**config.mk**
```make
export PLATFORM = sky130hd
export DESIGN_NAME = rafc_top
export DESIGN_NICKNAME = d
export VERILOG_FILES = /design/src/rtl/rafc_pkg.sv /design/src/rtl/rafc_top.sv /design/src/rtl/rafc_jam_timer.sv
export VERILOG_INCLUDE_DIRS = /design/src /design/src/rtl
export SDC_FILE = /design/constraint.sdc
export NUM_CORES = 1
export LEC_CHECK = 0
export ABC_AREA = 0
export BUFFER_PORTS_ARGS = -buffer_cell sky130_fd_sc_hd__buf_2
export CAP_MARGIN = 20
export CORE_MARGIN = 5
export CORE_UTILIZATION = 48
export DETAILED_ROUTE_END_ITERATION = 10
export MAX_ROUTING_LAYER = met4
export PLACE_DENSITY = 0.66
export REMOVE_ABC_BUFFERS = 1
export SYNTH_ARGS = -nofsm -noshare
export SYNTH_HDL_FRONTEND = slang
export SYNTH_SLANG_ARGS = --single-unit
```
**constraint.sdc**
```tcl
create_clock -name clk -period 54.1 [get_ports clk]
set_input_delay 5.41 -clock clk [delete_from_list [all_inputs] [get_ports clk]]
set_output_delay 5.41 -clock clk [all_outputs]
set_load 0.03 [all_outputs]
```
**src/rtl/rafc_params.svh**
```systemverilog
/*
 * Constants for the receive automatic flow control block.
 * Assumes a 40 MHz MAC clock and byte counts for FIFO occupancy.
 */
`ifndef RAFC_PARAMS_SVH
`define RAFC_PARAMS_SVH

`define RAFC_CFG_OFFSET      8'hac
`define RAFC_HI_MSB          23
`define RAFC_HI_LSB          16
`define RAFC_LO_MSB          15
`define RAFC_LO_LSB          8
`define RAFC_DUR_MSB         7
`define RAFC_DUR_LSB         4
`define RAFC_SEL_MULT        3
`define RAFC_SEL_BRD         2
`define RAFC_SEL_ADDR        1
`define RAFC_SEL_ANY         0
`define RAFC_CFG_RESET       24'h000000
`define RAFC_UNIT_SHIFT      6
`define RAFC_CLK_MHZ         40
`define RAFC_DUR_BASE_NS     5000
`define RAFC_DUR_SLOW_NS     2200
`define RAFC_DUR_C1_NS       10000
`define RAFC_DUR_C2_NS       15000
`define RAFC_DUR_C3_NS       25000
`define RAFC_DUR_STEP_NS     50000
`define RAFC_DUR_STEP_OFS    3
`define RAFC_DUR_CYC(ns)     (((ns) * `RAFC_CLK_MHZ) / 1000)

`endif

```
**src/rtl/rafc_pkg.sv**
```systemverilog
/*
 * Types for the receive automatic flow control block.
 * Assumes rafc_params.svh is compiled alongside.
 */
`default_nettype none
package rafc_pkg;
    typedef struct packed {
        logic [7:0] high_thr;
        logic [7:0] low_thr;
        logic [3:0] dur_code;
        logic       sel_mult;
        logic       sel_brd;
        logic       sel_addr;
        logic       sel_any;
    } rafc_cfg_t;

    typedef struct packed {
        logic sof;
        logic is_mult;
        logic is_brd;
        logic is_addr;
    } rafc_frame_t;

    typedef enum logic [1:0] {
        RAFC_IDLE,
        RAFC_PAUSED,
        RAFC_JAMMING
    } rafc_state_t;
endpackage
`default_nettype wire

```
**src/rtl/rafc_top.sv**
```systemverilog
/*
 * Receive automatic flow control: configuration register, FIFO threshold
 * watch, pause requests and half-duplex back pressure.
 * Assumes the MAC supplies FIFO occupancy, frame class and duplex state in
 * the same clock domain, and transmits pause frames on request.
 */
`timescale 1ns/10ps
`default_nettype none
`include "rafc_params.svh"

module rafc_top (
    input  wire logic                 clk,
    input  wire logic                 rstn,
    input  wire logic                 ce,
    input  wire logic                 reg_wr,
    input  wire logic                 reg_rd,
    input  wire logic [7:0]           reg_addr,
    input  wire logic [31:0]          reg_wdata,
    output logic [31:0]               reg_rdata,
    input  wire logic [13:0]          fifo_used_bytes,
    input  wire rafc_pkg::rafc_frame_t rx_frame,
    input  wire logic                 full_duplex,
    input  wire logic                 speed_10,
    input  wire logic                 tx_enabled,
    input  wire logic                 pause_ack,
    output logic                      pause_req,
    output logic                      pause_zero,
    output logic                      back_pressure
);
    // ****************************************************************
    // Configuration register
    // ****************************************************************
    rafc_pkg::rafc_cfg_t cfg_reg;
    rafc_pkg::rafc_state_t state_reg;
    rafc_pkg::rafc_state_t state_next;
    logic        cfg_sel;
    logic [15:0] hi_bytes;
    logic [15:0] lo_bytes;
    logic [15:0] used16;
    logic        above_hi;
    logic        below_lo;
    logic        enabled;
    logic        frame_hit;
    logic        jam_start;
    logic        jam_busy;
    logic        fire_pause;
    logic        fire_zero;
    logic        pause_req_next;
    logic        pause_zero_next;

    assign cfg_sel = (reg_addr == `RAFC_CFG_OFFSET);

    always_ff @(posedge clk) begin
        if (!rstn) begin
            cfg_reg <= rafc_pkg::rafc_cfg_t'(`RAFC_CFG_RESET);
        end else if (ce && reg_wr && cfg_sel) begin
            cfg_reg.high_thr <= reg_wdata[`RAFC_HI_MSB:`RAFC_HI_LSB];
            cfg_reg.low_thr  <= reg_wdata[`RAFC_LO_MSB:`RAFC_LO_LSB];
            cfg_reg.dur_code <= reg_wdata[`RAFC_DUR_MSB:`RAFC_DUR_LSB];
            cfg_reg.sel_mult <= reg_wdata[`RAFC_SEL_MULT];
            cfg_reg.sel_brd  <= reg_wdata[`RAFC_SEL_BRD];
            cfg_reg.sel_addr <= reg_wdata[`RAFC_SEL_ADDR];
            cfg_reg.sel_any  <= reg_wdata[`RAFC_SEL_ANY];
        end
    end

    always_ff @(posedge clk) begin
        if (!rstn) begin
            reg_rdata <= 32'h0000_0000;
        end else if (ce && reg_rd) begin
            reg_rdata <= cfg_sel ? {8'h00, cfg_reg} : 32'h0000_0000;
        end
    end

    // ****************************************************************
    // Threshold compare and frame selection
    // ****************************************************************
    assign used16   = {2'b00, fifo_used_bytes};
    assign hi_bytes = {8'h00, cfg_reg.high_thr} << `RAFC_UNIT_SHIFT;
    assign lo_bytes = {8'h00, cfg_reg.low_thr} << `RAFC_UNIT_SHIFT;
    assign above_hi = (used16 >= hi_bytes);
    assign below_lo = (used16 < lo_bytes);
    assign enabled  = cfg_reg.sel_any | cfg_reg.sel_mult |
                      cfg_reg.sel_brd | cfg_reg.sel_addr;

    assign frame_hit = rx_frame.sof &&
        (cfg_reg.sel_any ||
         (cfg_reg.sel_mult && rx_frame.is_mult) ||
         (cfg_reg.sel_brd  && rx_frame.is_brd) ||
         (cfg_reg.sel_addr && rx_frame.is_addr));

    assign jam_start = !full_duplex && tx_enabled && above_hi &&
                       frame_hit && state_reg != rafc_pkg::RAFC_JAMMING;

    // Full duplex pause needs the any-frame select
    assign fire_pause = full_duplex && tx_enabled && cfg_reg.sel_any &&
                        above_hi && state_reg == rafc_pkg::RAFC_IDLE &&
                        !pause_req;
    assign fire_zero  = full_duplex && tx_enabled && enabled && below_lo &&
                        state_reg == rafc_pkg::RAFC_PAUSED &&
                        !pause_req;

    // ****************************************************************
    // Flow state
    // ****************************************************************
    always_comb begin
        state_next = state_reg;
        case (state_reg)
            rafc_pkg::RAFC_IDLE: begin
                if (fire_pause) begin
                    state_next = rafc_pkg::RAFC_PAUSED;
                end else if (jam_start) begin
                    state_next = rafc_pkg::RAFC_JAMMING;
                end
            end
            rafc_pkg::RAFC_PAUSED: begin
                if (fire_zero || !full_duplex || !enabled) begin
                    state_next = rafc_pkg::RAFC_IDLE;
                end
            end
            rafc_pkg::RAFC_JAMMING: begin
                if (!jam_busy && !jam_start) begin
                    state_next = rafc_pkg::RAFC_IDLE;
                end
            end
            default: begin
                state_next = rafc_pkg::RAFC_IDLE;
            end
        endcase
    end

    // Request held until the MAC accepts it
    assign pause_req_next  = (fire_pause || fire_zero) ? 1'b1 :
                             (pause_ack ? 1'b0 : pause_req);
    assign pause_zero_next = fire_zero ? 1'b1 :
                             (fire_pause ? 1'b0 : pause_zero);

    always_ff @(posedge clk) begin
        if (!rstn) begin
            state_reg     <= rafc_pkg::RAFC_IDLE;
            pause_req     <= 1'b0;
            pause_zero    <= 1'b0;
            back_pressure <= 1'b0;
        end else if (ce) begin
            state_reg     <= state_next;
            pause_req     <= pause_req_next;
            pause_zero    <= pause_zero_next;
            back_pressure <= (jam_busy || jam_start) && tx_enabled &&
                             !full_duplex;
        end
    end

    rafc_jam_timer u_jam_timer (
        .clk      (clk),
        .rstn     (rstn),
        .ce       (ce),
        .start    (jam_start),
        .code     (cfg_reg.dur_code),
        .speed_10 (speed_10),
        .busy     (jam_busy)
    );

    // ****************************************************************
    // Checks
    // ****************************************************************
    // Remembers that a full pause was accepted, for the zero pause check
    logic full_sent_reg;

    always_ff @(posedge clk) begin
        if (!rstn) begin
            full_sent_reg <= 1'b0;
        end else if (ce) begin
            if (pause_ack && pause_req && !pause_zero) begin
                full_sent_reg <= 1'b1;
            end else if (fire_zero) begin
                full_sent_reg <= 1'b0;
            end
        end
    end
endmodule // rafc_top

`default_nettype wire

```
**src/rtl/rafc_jam_timer.sv**
```systemverilog
/*
 * Back pressure duration timer: loads a cycle count from a 4-bit code and
 * counts down. Assumes a 40 MHz clock and a synchronous active-low reset.
 */
`timescale 1ns/10ps
`default_nettype none
`include "rafc_params.svh"

module rafc_jam_timer (
    input  wire logic       clk,
    input  wire logic       rstn,
    input  wire logic       ce,
    input  wire logic       start,
    input  wire logic [3:0] code,
    input  wire logic       speed_10,
    output logic            busy
);
    logic [15:0] cnt_reg;
    logic [15:0] load_val;
    logic [31:0] dur_ns;

    // Codes 0 to 3 are 5, 10, 15 and 25 us, then 50 us per code step;
    // 10 Mb/s adds 2.2 us
    assign dur_ns = ((code == 4'h0) ? 32'(`RAFC_DUR_BASE_NS) :
                     (code == 4'h1) ? 32'(`RAFC_DUR_C1_NS) :
                     (code == 4'h2) ? 32'(`RAFC_DUR_C2_NS) :
                     (code == 4'h3) ? 32'(`RAFC_DUR_C3_NS) :
                     32'(`RAFC_DUR_STEP_NS) *
                     ({28'h0, code} - 32'(`RAFC_DUR_STEP_OFS)))
                    + (speed_10 ? 32'(`RAFC_DUR_SLOW_NS) : 32'h0);
    assign load_val = 16'(`RAFC_DUR_CYC(dur_ns));
    assign busy = (cnt_reg != 16'h0000);

    always_ff @(posedge clk) begin
        if (!rstn) begin
            cnt_reg <= 16'h0000;
        end else if (ce) begin
            if (start) begin
                // The start cycle is the first jam cycle
                cnt_reg <= load_val - 16'h0001;
            end else if (busy) begin
                cnt_reg <= cnt_reg - 16'h0001;
            end
        end
    end
endmodule // rafc_jam_timer

`default_nettype wire

```
==> flow_metrics.tcl, run 1 <==
set metrics [dict create \
    status "completed" \
    firstDrtPassIters 6 \
    r2r_slack_ps 23500 \
    die-area_um2 33700 \
    fp-row-count 63 \
    htreeDepth 3 \
    swShare_pct 51.6 \
    antenna_found_initial 1 \
    grt_pass1_wl_mm 66.3 \
    yosysSeqAreaShare_pct 9.57 \
    cts_resized 0 \
    cp_slowest_cell "a311oi_2" \
    rsz0062_at_grt "no" \
    drc 0 \
    pwr-share-clk_pct 14.3 \
    grt_use_total_pct 23.0 \
    drv_cap 0 \
    clock-root-buffer "clkbuf_16" \
    critPathKind "in -> reg" \
    wl_per_cell_um 16.2 \
    viasPerCell 6.23 \
    start_kind "input pin" \
    finalHoldViolations 0 \
    vias 14900 \
    areaGrowthSynthToFinish_pct 5.84 \
    fmax_mhz 31.4 \
    clock_sinks 69 \
    cp-endpoint "u_jam_timer.cnt_reg[12]$_SDFFE_PN0P_" \
    final_max_slew_viol_count 0 \
    final_common_cell "nand2_1" \
    ys_warn_count 0 \
    synthArstFlopShare_pct 0 \
    stdcell_area_um2 15300 \
    vdd_drop_max_v 0.0000659 \
    layout.nets 2193 \
    cp-end-kind "flop" \
    ant_nets 0 \
    pwr-share-comb_pct 72.8 \
    syn-cell-area_um2 14400 \
    rr_endpoint "u_jam_timer.cnt_reg[12]$_SDFFE_PN0P_" \
    holdBufCountCts 0 \
    cp_slowest_stage_delay_ps 940 \
    layout-drive-gt1-share_pct 12.6 \
    dieHeight_um 183 \
    finalCritPeriodShare_pct 58.9 \
    seqPwrFrac_pct 12.8 \
    hold_path_class "reg -> reg" \
    die_w_um 183 \
    power_density_nw_per_um2 29.1 \
    crit_path_frequent_cell "ha_1" \
    most-common-layout-cells "nand2_1, a21oi_1, nor2_1, ha_1, xnor2_1" \
    dominantRegCellSynth "dfxtp_1" \
    slew-limit-headroom_pct 27.0 \
    synth_edf_count 0 \
    grt_overflow_total 0 \
    fin_tns_setup_ps 0 \
    synth_cell_types 145 \
    grt_pass1_vias 14000 \
    synth_seq_cells 69 \
    port_buffers 85 \
    grt_max_degree 63 \
    critPathArrivalTime_ps 32140 \
    gp_congestion 0.882 \
    drt-initial-drc-count 1248 \
    crit_start "speed_10" \
    path_clk_slew_ps 60 \
    start_util_pct 48.7 \
    internal_power_w 0.000215 \
    cts_buffers 9 \
    synth_area_per_cell_um2 7.32 \
    core-area_um2 29600 \
    finalSetupViolCount 0 \
    synthCells 1974 \
    p_sw_w 0.000230 \
    reg2regPathDepth 110 \
    worstPathRequired_ps 54350 \
    cts_tree "built" \
    insertion_delay_ps 330 \
    leakage_nw 5.88 \
    dp_hpwl_mm 30.5 \
    cp_max_fo 22 \
    worst_pin_slew_ps 1090 \
    drt_wl_total_mm 38.7 \
    clock-skew-final_ps 7.47 \
    cts_max_path_buffers 2 \
    fin_crit_ps 31880 \
    cts_setup_buffers 0 \
    r2r_start "cfg_reg[4]$_SDFFE_PN0P_" \
    place_area_um2 15000 \
    pin_count 102 \
]
metrics by stage:
stage	total power [W]	utilization, %	instances	hold WS, ps	setup slack, ps
CTS	0.000442	51.6	2390	452	22510
global route	0.000483	51.6	2391	465	19660
global placement	0.000370	50.4	2374	434	22680
floorplan	0.000316	-	1892	431	26440
finish	0.000445	51.6	2391	450	22220
detailed placement	0.000376	50.5	2375	443	22310
power groups by stage:
stage / Combinational, W / Sequential [W] / Clock, W
after floorplan: 0.000259 / 0.0000573 / 0
after global placement: 0.000312 / 0.0000579 / 0
after detailed placement: 0.000318 / 0.0000581 / 0
after CTS: 0.000320 / 0.0000570 / 0.0000648
after global routing: 0.000358 / 0.0000575 / 0.0000672
final: 0.000324 / 0.0000572 / 0.0000637
worst max-delay path: cells and delay by family:
| family | cells | cell delay (ps) |
|---|---|---|
| adders and majority gates | 7 | 2040 |
| and+or+nand+nor | 21 | 4460 |
| muxes | 4 | 1720 |
| AOI/OAI and AO/OA | 51 | 16200 |
| xor gates and xnor gates | 4 | 800 |
| buffers and inverters | 7 | 1340 |
synthesized netlist by cell type (9+ instances only):
| cell | n | area (um^2) |
|---|---|---|
| nor2_1 | 152 | 571 |
| and2_1 | 21 | 131 |
| nand4_1 | 24 | 150 |
| a21o_1 | 40 | 300 |
| mux2_2 | 9 | 101 |
| a311oi_1 | 9 | 78.8 |
| nand3_1 | 88 | 440 |
| inv_1 | 69 | 259 |
| nand2_1 | 237 | 890 |
| fa_1 | 11 | 220 |
| buf_2 | 19 | 95.1 |
| nand2b_1 | 18 | 113 |
| o22ai_1 | 12 | 75.1 |
| xor2_1 | 32 | 280 |
| nor3_1 | 48 | 240 |
| o21bai_1 | 9 | 67.6 |
| nor2b_1 | 14 | 87.6 |
| a211oi_1 | 23 | 173 |
| ha_1 | 119 | 1490 |
| o21ai_0 | 92 | 460 |
| mux2i_1 | 21 | 210 |
| o21a_1 | 28 | 210 |
| xnor2_1 | 97 | 850 |
| clkbuf_1 | 36 | 135 |
| a21oi_1 | 177 | 886 |
| buf_4 | 24 | 180 |
| o21ai_1 | 22 | 110 |
| nor4_1 | 20 | 125 |
| o211ai_1 | 25 | 188 |
| or3_1 | 19 | 119 |
| and3_1 | 30 | 188 |
| dfxtp_1 | 69 | 1380 |
| a211o_1 | 12 | 105 |
| o2111ai_1 | 13 | 114 |
| o211a_1 | 10 | 100 |
| a31oi_1 | 23 | 144 |
layout make-up:
cell class | count | area [um^2]
diodes | 1 | 2.50
clock inverters | 5 | 85.1
clock buffers | 10 | 239
multi-input cells | 1750 | 12300
well taps | 390 | 488
fillers | 3007 | 14400
repair buffers | 93 | 485
flip-flops and latches | 69 | 1380
inverters | 73 | 274
logic make-up (layout without fill, tap and decap cells):
logic type / count (synthesis) / count (layout) / share of synthesized area, %
simple gates: 747 / 747 / 25.5
fa+ha+maj: 138 / 138 / 12.4
flops: 69 / 69 / 9.57
other cells: 1 / 9 / 0.0260
mux: 38 / 38 / 3.03
compound gates: 685 / 685 / 35.7
buf+inv: 162 / 181 / 5.36
xor+xnor: 134 / 134 / 8.46
worst min-delay path by stage:
stage                                             start                                   to  slack [ps]  cells past startpoint
CTS                          reg_rdata[15]$_SDFFE_PN0P_           reg_rdata[15]$_SDFFE_PN0P_         450                      2
global route                  reg_rdata[7]$_SDFFE_PN0P_            reg_rdata[7]$_SDFFE_PN0P_         470                      2
global placement             reg_rdata[23]$_SDFFE_PN0P_           reg_rdata[23]$_SDFFE_PN0P_         430                      2
detailed placement           reg_rdata[15]$_SDFFE_PN0P_           reg_rdata[15]$_SDFFE_PN0P_         440                      2
finish                        reg_rdata[6]$_SDFFE_PN0P_            reg_rdata[6]$_SDFFE_PN0P_         450                      2
floorplan           u_jam_timer.cnt_reg[0]$_SDFFE_PN0P_  u_jam_timer.cnt_reg[0]$_SDFFE_PN0P_         430                      2
routing by layer:
| layer | up-vias | routed length [um] | track usage (%) |
|---|---|---|---|
| met5 | - | 0 | - |
| met4 | 0 | 377 | 3.84 |
| met3 | 37 | 2110 | 2.57 |
| met2 | 426 | 17500 | 36.7 |
| met1 | 6954 | 18700 | 31.9 |
| li1 | 7487 | - | - |
(Power assumes the default switching activity.)
==> run 2, diff against run 1 <==
- PLACE_DENSITY: 0.66 -> 0.68
- clock period: 54.1 -> 28.1 ns (I/O delays scaled with it)
==> flow_metrics.tcl, run 2 (same netlist as run 1, synthesis figures left out) <==
set metrics [dict create \
    status "completed" \
    crit_path_frequent_cell "ha_1" \
    firstDrtPassIters 5 \
    layout-drive-gt1-share_pct 15.7 \
    antenna_found_initial 0 \
    cp-end-kind "flop" \
    pre_cts_ws_ps 518 \
    finalHoldViolations 0 \
    finalCritPeriodShare_pct 93.4 \
    path_clk_slew_ps 60 \
    cp_max_fo 12 \
    pin_count 102 \
    worstPathRequired_ps 28350 \
    vdd_drop_max_v 0.000130 \
    hold_ws_ps 447 \
    drc 0 \
    cp_slowest_cell "or4_1" \
    dieHeight_um 183 \
    clock-skew-final_ps 8.07 \
    ant_nets 0 \
    vias 15300 \
    core-area_um2 29600 \
    hold_path_class "reg -> reg" \
    die_w_um 183 \
    final_max_slew_viol_count 0 \
    critPathArrivalTime_ps 26500 \
    cts_buffers 9 \
    grt_use_total_pct 22.9 \
    cp_slowest_stage_delay_ps 580 \
    start_kind "flop" \
    drt_wl_total_mm 39.7 \
    cts_tree "built" \
    grt_pass1_vias 14100 \
    htreeDepth 3 \
    final_common_cell "nand2_1" \
    layout.nets 2230 \
    grt_pass1_wl_mm 66.5 \
    fmax_mhz 38.1 \
    fp-row-count 63 \
    power_density_nw_per_um2 56.6 \
    leakage_nw 6.11 \
    insertion_delay_ps 330 \
    wl_per_cell_um 16.3 \
    holdBufCountCts 0 \
    slew-limit-headroom_pct 27.9 \
    cts_max_path_buffers 2 \
    drt-initial-drc-count 1153 \
    die-area_um2 33700 \
    viasPerCell 6.28 \
    grt_overflow_total 0 \
    grt_max_degree 63 \
    areaGrowthSynthToFinish_pct 9.70 \
    fin_util_pct 53.5 \
    fin_crit_ps 26250 \
    drv_cap 0 \
    num_antenna_cells 0 \
    dp_hpwl_mm 30.8 \
    setup_ws_ps 1850 \
    most-common-layout-cells "nand2_1, a21oi_1, nor2_1, ha_1, xnor2_1" \
    worst_pin_slew_ps 1080 \
    finalSetupViolCount 0 \
    gp_congestion 0.884 \
    p_total_w 0.000896 \
    clock_sinks 69 \
    port_buffers 85 \
    critPathKind "reg -> reg" \
    clock-root-buffer "clkbuf_16" \
    start_util_pct 48.7 \
]
[run 2: per-layer routing]
layer | part of all wire, % | vias to the layer above | GRT usage [%]
met5 | 0 | - | -
li1 | - | 7552 | -
met1 | 47 | 7211 | 30.8
met4 | 1.1 | 0 | 4.23
met2 | 46 | 455 | 37.7
met3 | 5.4 | 36 | 2.53
[run 2: cell type report]
| cell class | instances | area [um^2] |
|---|---|---|
| tap | 390 | 488 |
| multi-input combinational | 1750 | 12600 |
| fill | 2935 | 13800 |
| clock buffer | 12 | 246 |
| clock inverter | 4 | 95.1 |
| timing repair buffer | 130 | 763 |
| sequential | 69 | 1380 |
| inverter | 73 | 274 |
[run 2: worst paths after layout]
kind | cells after the start | endpoint | start | slack [ps]
max reg2reg | 112 | u_jam_timer.cnt_reg[12]$_SDFFE_PN0P_ | cfg_reg[6]$_SDFFE_PN0P_ | 1850
max | 112 | u_jam_timer.cnt_reg[12]$_SDFFE_PN0P_ | cfg_reg[6]$_SDFFE_PN0P_ | 1850
min | 2 | reg_rdata[17]$_SDFFE_PN0P_ | reg_rdata[17]$_SDFFE_PN0P_ | 450
min reg2reg | 2 | reg_rdata[17]$_SDFFE_PN0P_ | reg_rdata[17]$_SDFFE_PN0P_ | 450
[run 2: through the flow]
| stage | instance area, um^2 | TNS (ps) | std cells |
|---|---|---|---|
| floorplan | 14000 | 0 | 1892 |
| global placement | 15100 | 0 | 2395 |
| detailed placement | 15100 | 0 | 2395 |
| CTS | 15400 | 0 | 2411 |
| global route | 15800 | -423 | 2428 |
| finish | 15800 | 0 | 2428 |
[run 2: repair_timing]
item,in CTS,in global routing
resized for setup,0,50
setup buffers,0,16
endpoints found under the setup margin,0,16
[run 2: worst max-delay path, delay by kind of cell (launching register included)]
family	cells	cell delay (ps)
AOI/OAI and AO/OA	56	12900
DFF	1	450
and+or+nand+nor	23	5200
xor gates and xnor gates	6	1100
buffers and inverters	10	1260
adders and majority gates	13	4010
muxes	4	1190
[run 2: power by group]
group	internal, W	leakage (nW)	switching [W]
clock	0.0000890	0.167	0.0000411
combinational	0.000254	5.38	0.000402
sequential	0.000105	0.559	0.00000531
==> run 3, diff against run 2 <==
- PLACE_DENSITY: 0.68 -> 0.66
- clock period: 28.1 -> 32.5 ns (I/O delays scaled with it)
==> flow_metrics.tcl, run 3 (same netlist as run 1, synthesis figures left out) <==
set metrics [dict create \
    status "completed" \
    finalCritPeriodShare_pct 91.3 \
    fin_crit_ps 29660 \
    start_util_pct 48.7 \
    rsz0062_at_grt "no" \
    crit_start "cfg_reg[4]$_SDFFE_PN0P_" \
    worst_pin_slew_ps 1060 \
    worst-path-stages 111 \
    port_buffers 85 \
    cts_setup_buffers 0 \
    finalSetupViolCount 0 \
    crit_path_frequent_cell "ha_1" \
    rr_endpoint "u_jam_timer.cnt_reg[12]$_SDFFE_PN0P_" \
    cts_buffers 9 \
    wl_met3_mm 2.15 \
    grt_pass1_wl_mm 66.8 \
    cp-end-kind "flop" \
    layout-drive-gt1-share_pct 12.7 \
    slew-limit-headroom_pct 29.1 \
    ant_nets 0 \
    worstPathRequired_ps 32770 \
    fin_util_pct 51.6 \
    final_common_cell "nand2_1" \
    clock-skew-final_ps 13.9 \
    clock_sinks 69 \
    drt-initial-drc-count 1132 \
    cp_top_family "compound AO/OA/AOI/OAI gates" \
    start_kind "flop" \
    antenna_found_initial 1 \
    cp_slowest_stage_delay_ps 740 \
    grt_pass1_vias 14200 \
    core-area_um2 29600 \
    cts_max_path_buffers 2 \
    r2r_start "cfg_reg[4]$_SDFFE_PN0P_" \
    critPathKind "reg -> reg" \
    path_clk_slew_ps 60 \
    die_w_um 183 \
    vias 14900 \
    gp_congestion 0.873 \
    most-common-layout-cells "nand2_1, a21oi_1, nor2_1, ha_1, xnor2_1" \
    grt_max_degree 63 \
    hold_path_class "reg -> reg" \
    place_area_um2 15000 \
    pin_count 102 \
    clock-root-buffer "clkbuf_16" \
    r2r_slack_ps 2840 \
    cts_tree "built" \
    cp_slowest_cell "a2111oi_1" \
    wl_met1_mm 18.8 \
    drt_wl_total_mm 38.9 \
    dieHeight_um 183 \
    reg2regPathDepth 111 \
    viasPerCell 6.24 \
    fin_tns_setup_ps 0 \
    power_density_nw_per_um2 48.2 \
    cp_max_fo 25 \
    cp-endpoint "u_jam_timer.cnt_reg[12]$_SDFFE_PN0P_" \
    leakage_nw 5.87 \
    areaGrowthSynthToFinish_pct 5.84 \
    fp-row-count 63 \
    layout.nets 2195 \
    wl_per_cell_um 16.3 \
    met2_wirelength_mm 17.6 \
    htreeDepth 3 \
    drc 0 \
    firstDrtPassIters 6 \
    critPathArrivalTime_ps 29930 \
    dp_hpwl_mm 30.4 \
    stdcell_area_um2 15300 \
    grt_overflow_total 0 \
    final_max_slew_viol_count 0 \
    finalHoldViolations 0 \
    critPathBufInv 9 \
    top_layer "met4" \
    p_total_w 0.000736 \
    fmax_mhz 33.7 \
    grt_use_total_pct 23.2 \
    die-area_um2 33700 \
    vdd_drop_max_v 0.0000933 \
    insertion_delay_ps 350 \
    drv_cap 0 \
]
## run 3: worst reg2reg max path: cells and delay by family, from the launching register on
kind	cells	cell delay (ps)
buf+inv	9	1450
xor+xnor	5	920
simple gates	23	4630
flops	1	510
mux	4	1650
fa+ha+maj	13	4240
compound gates	57	16210
## run 3: per-layer routing
layer  vias up  global-route usage [%]
met5         -                       -
met4         0                    4.83
met3        40                    2.65
met2       420                    36.9
met1      7003                    31.8
li1       7484                       -
## run 3: area by class of cell
cell class	count	area (um^2)
diodes	1	2.50
multi-input cells	1750	12300
flip-flops and latches	69	1380
well taps	390	488
repair buffers	95	500
clock buffers	10	239
clock inverters	6	62.6
fillers	2970	14400
inverters	73	274
## run 3: report_power, final
group	leakage, nW	switching (W)	internal, W
clock	0.140	0.0000378	0.0000611
sequential	0.558	0.00000456	0.0000904
combinational	5.17	0.000343	0.000199
## run 3: how the worst min path moves through the flow
| stage | from | to | slack [ps] | depth (start not counted) |
|---|---|---|---|---|
| 2_1_floorplan | u_jam_timer.cnt_reg[0]$_SDFFE_PN0P_ | u_jam_timer.cnt_reg[0]$_SDFFE_PN0P_ | 430 | 2 |
| 3_3_place_gp | reg_rdata[23]$_SDFFE_PN0P_ | reg_rdata[23]$_SDFFE_PN0P_ | 430 | 2 |
| 3_5_place_dp | reg_rdata[12]$_SDFFE_PN0P_ | reg_rdata[12]$_SDFFE_PN0P_ | 440 | 2 |
| 4_1_cts | reg_rdata[6]$_SDFFE_PN0P_ | reg_rdata[6]$_SDFFE_PN0P_ | 450 | 2 |
| 5_1_grt | reg_rdata[19]$_SDFFE_PN0P_ | reg_rdata[19]$_SDFFE_PN0P_ | 470 | 2 |
| 6_report | reg_rdata[16]$_SDFFE_PN0P_ | reg_rdata[16]$_SDFFE_PN0P_ | 450 | 2 |
## run 3: per-stage QoR
stage	worst slack (ps)	hold WS (ps)	std cells
global route	179	468	2394
detailed placement	2550	441	2374
CTS	2390	452	2390
floorplan	5100	431	1892
global placement	2800	434	2374
finish	2840	452	2394
## run 3: what timing repair did
action	CTS	global route
endpoints found under the setup margin	0	4
hold buffers	0	0
gates resized for setup	0	2
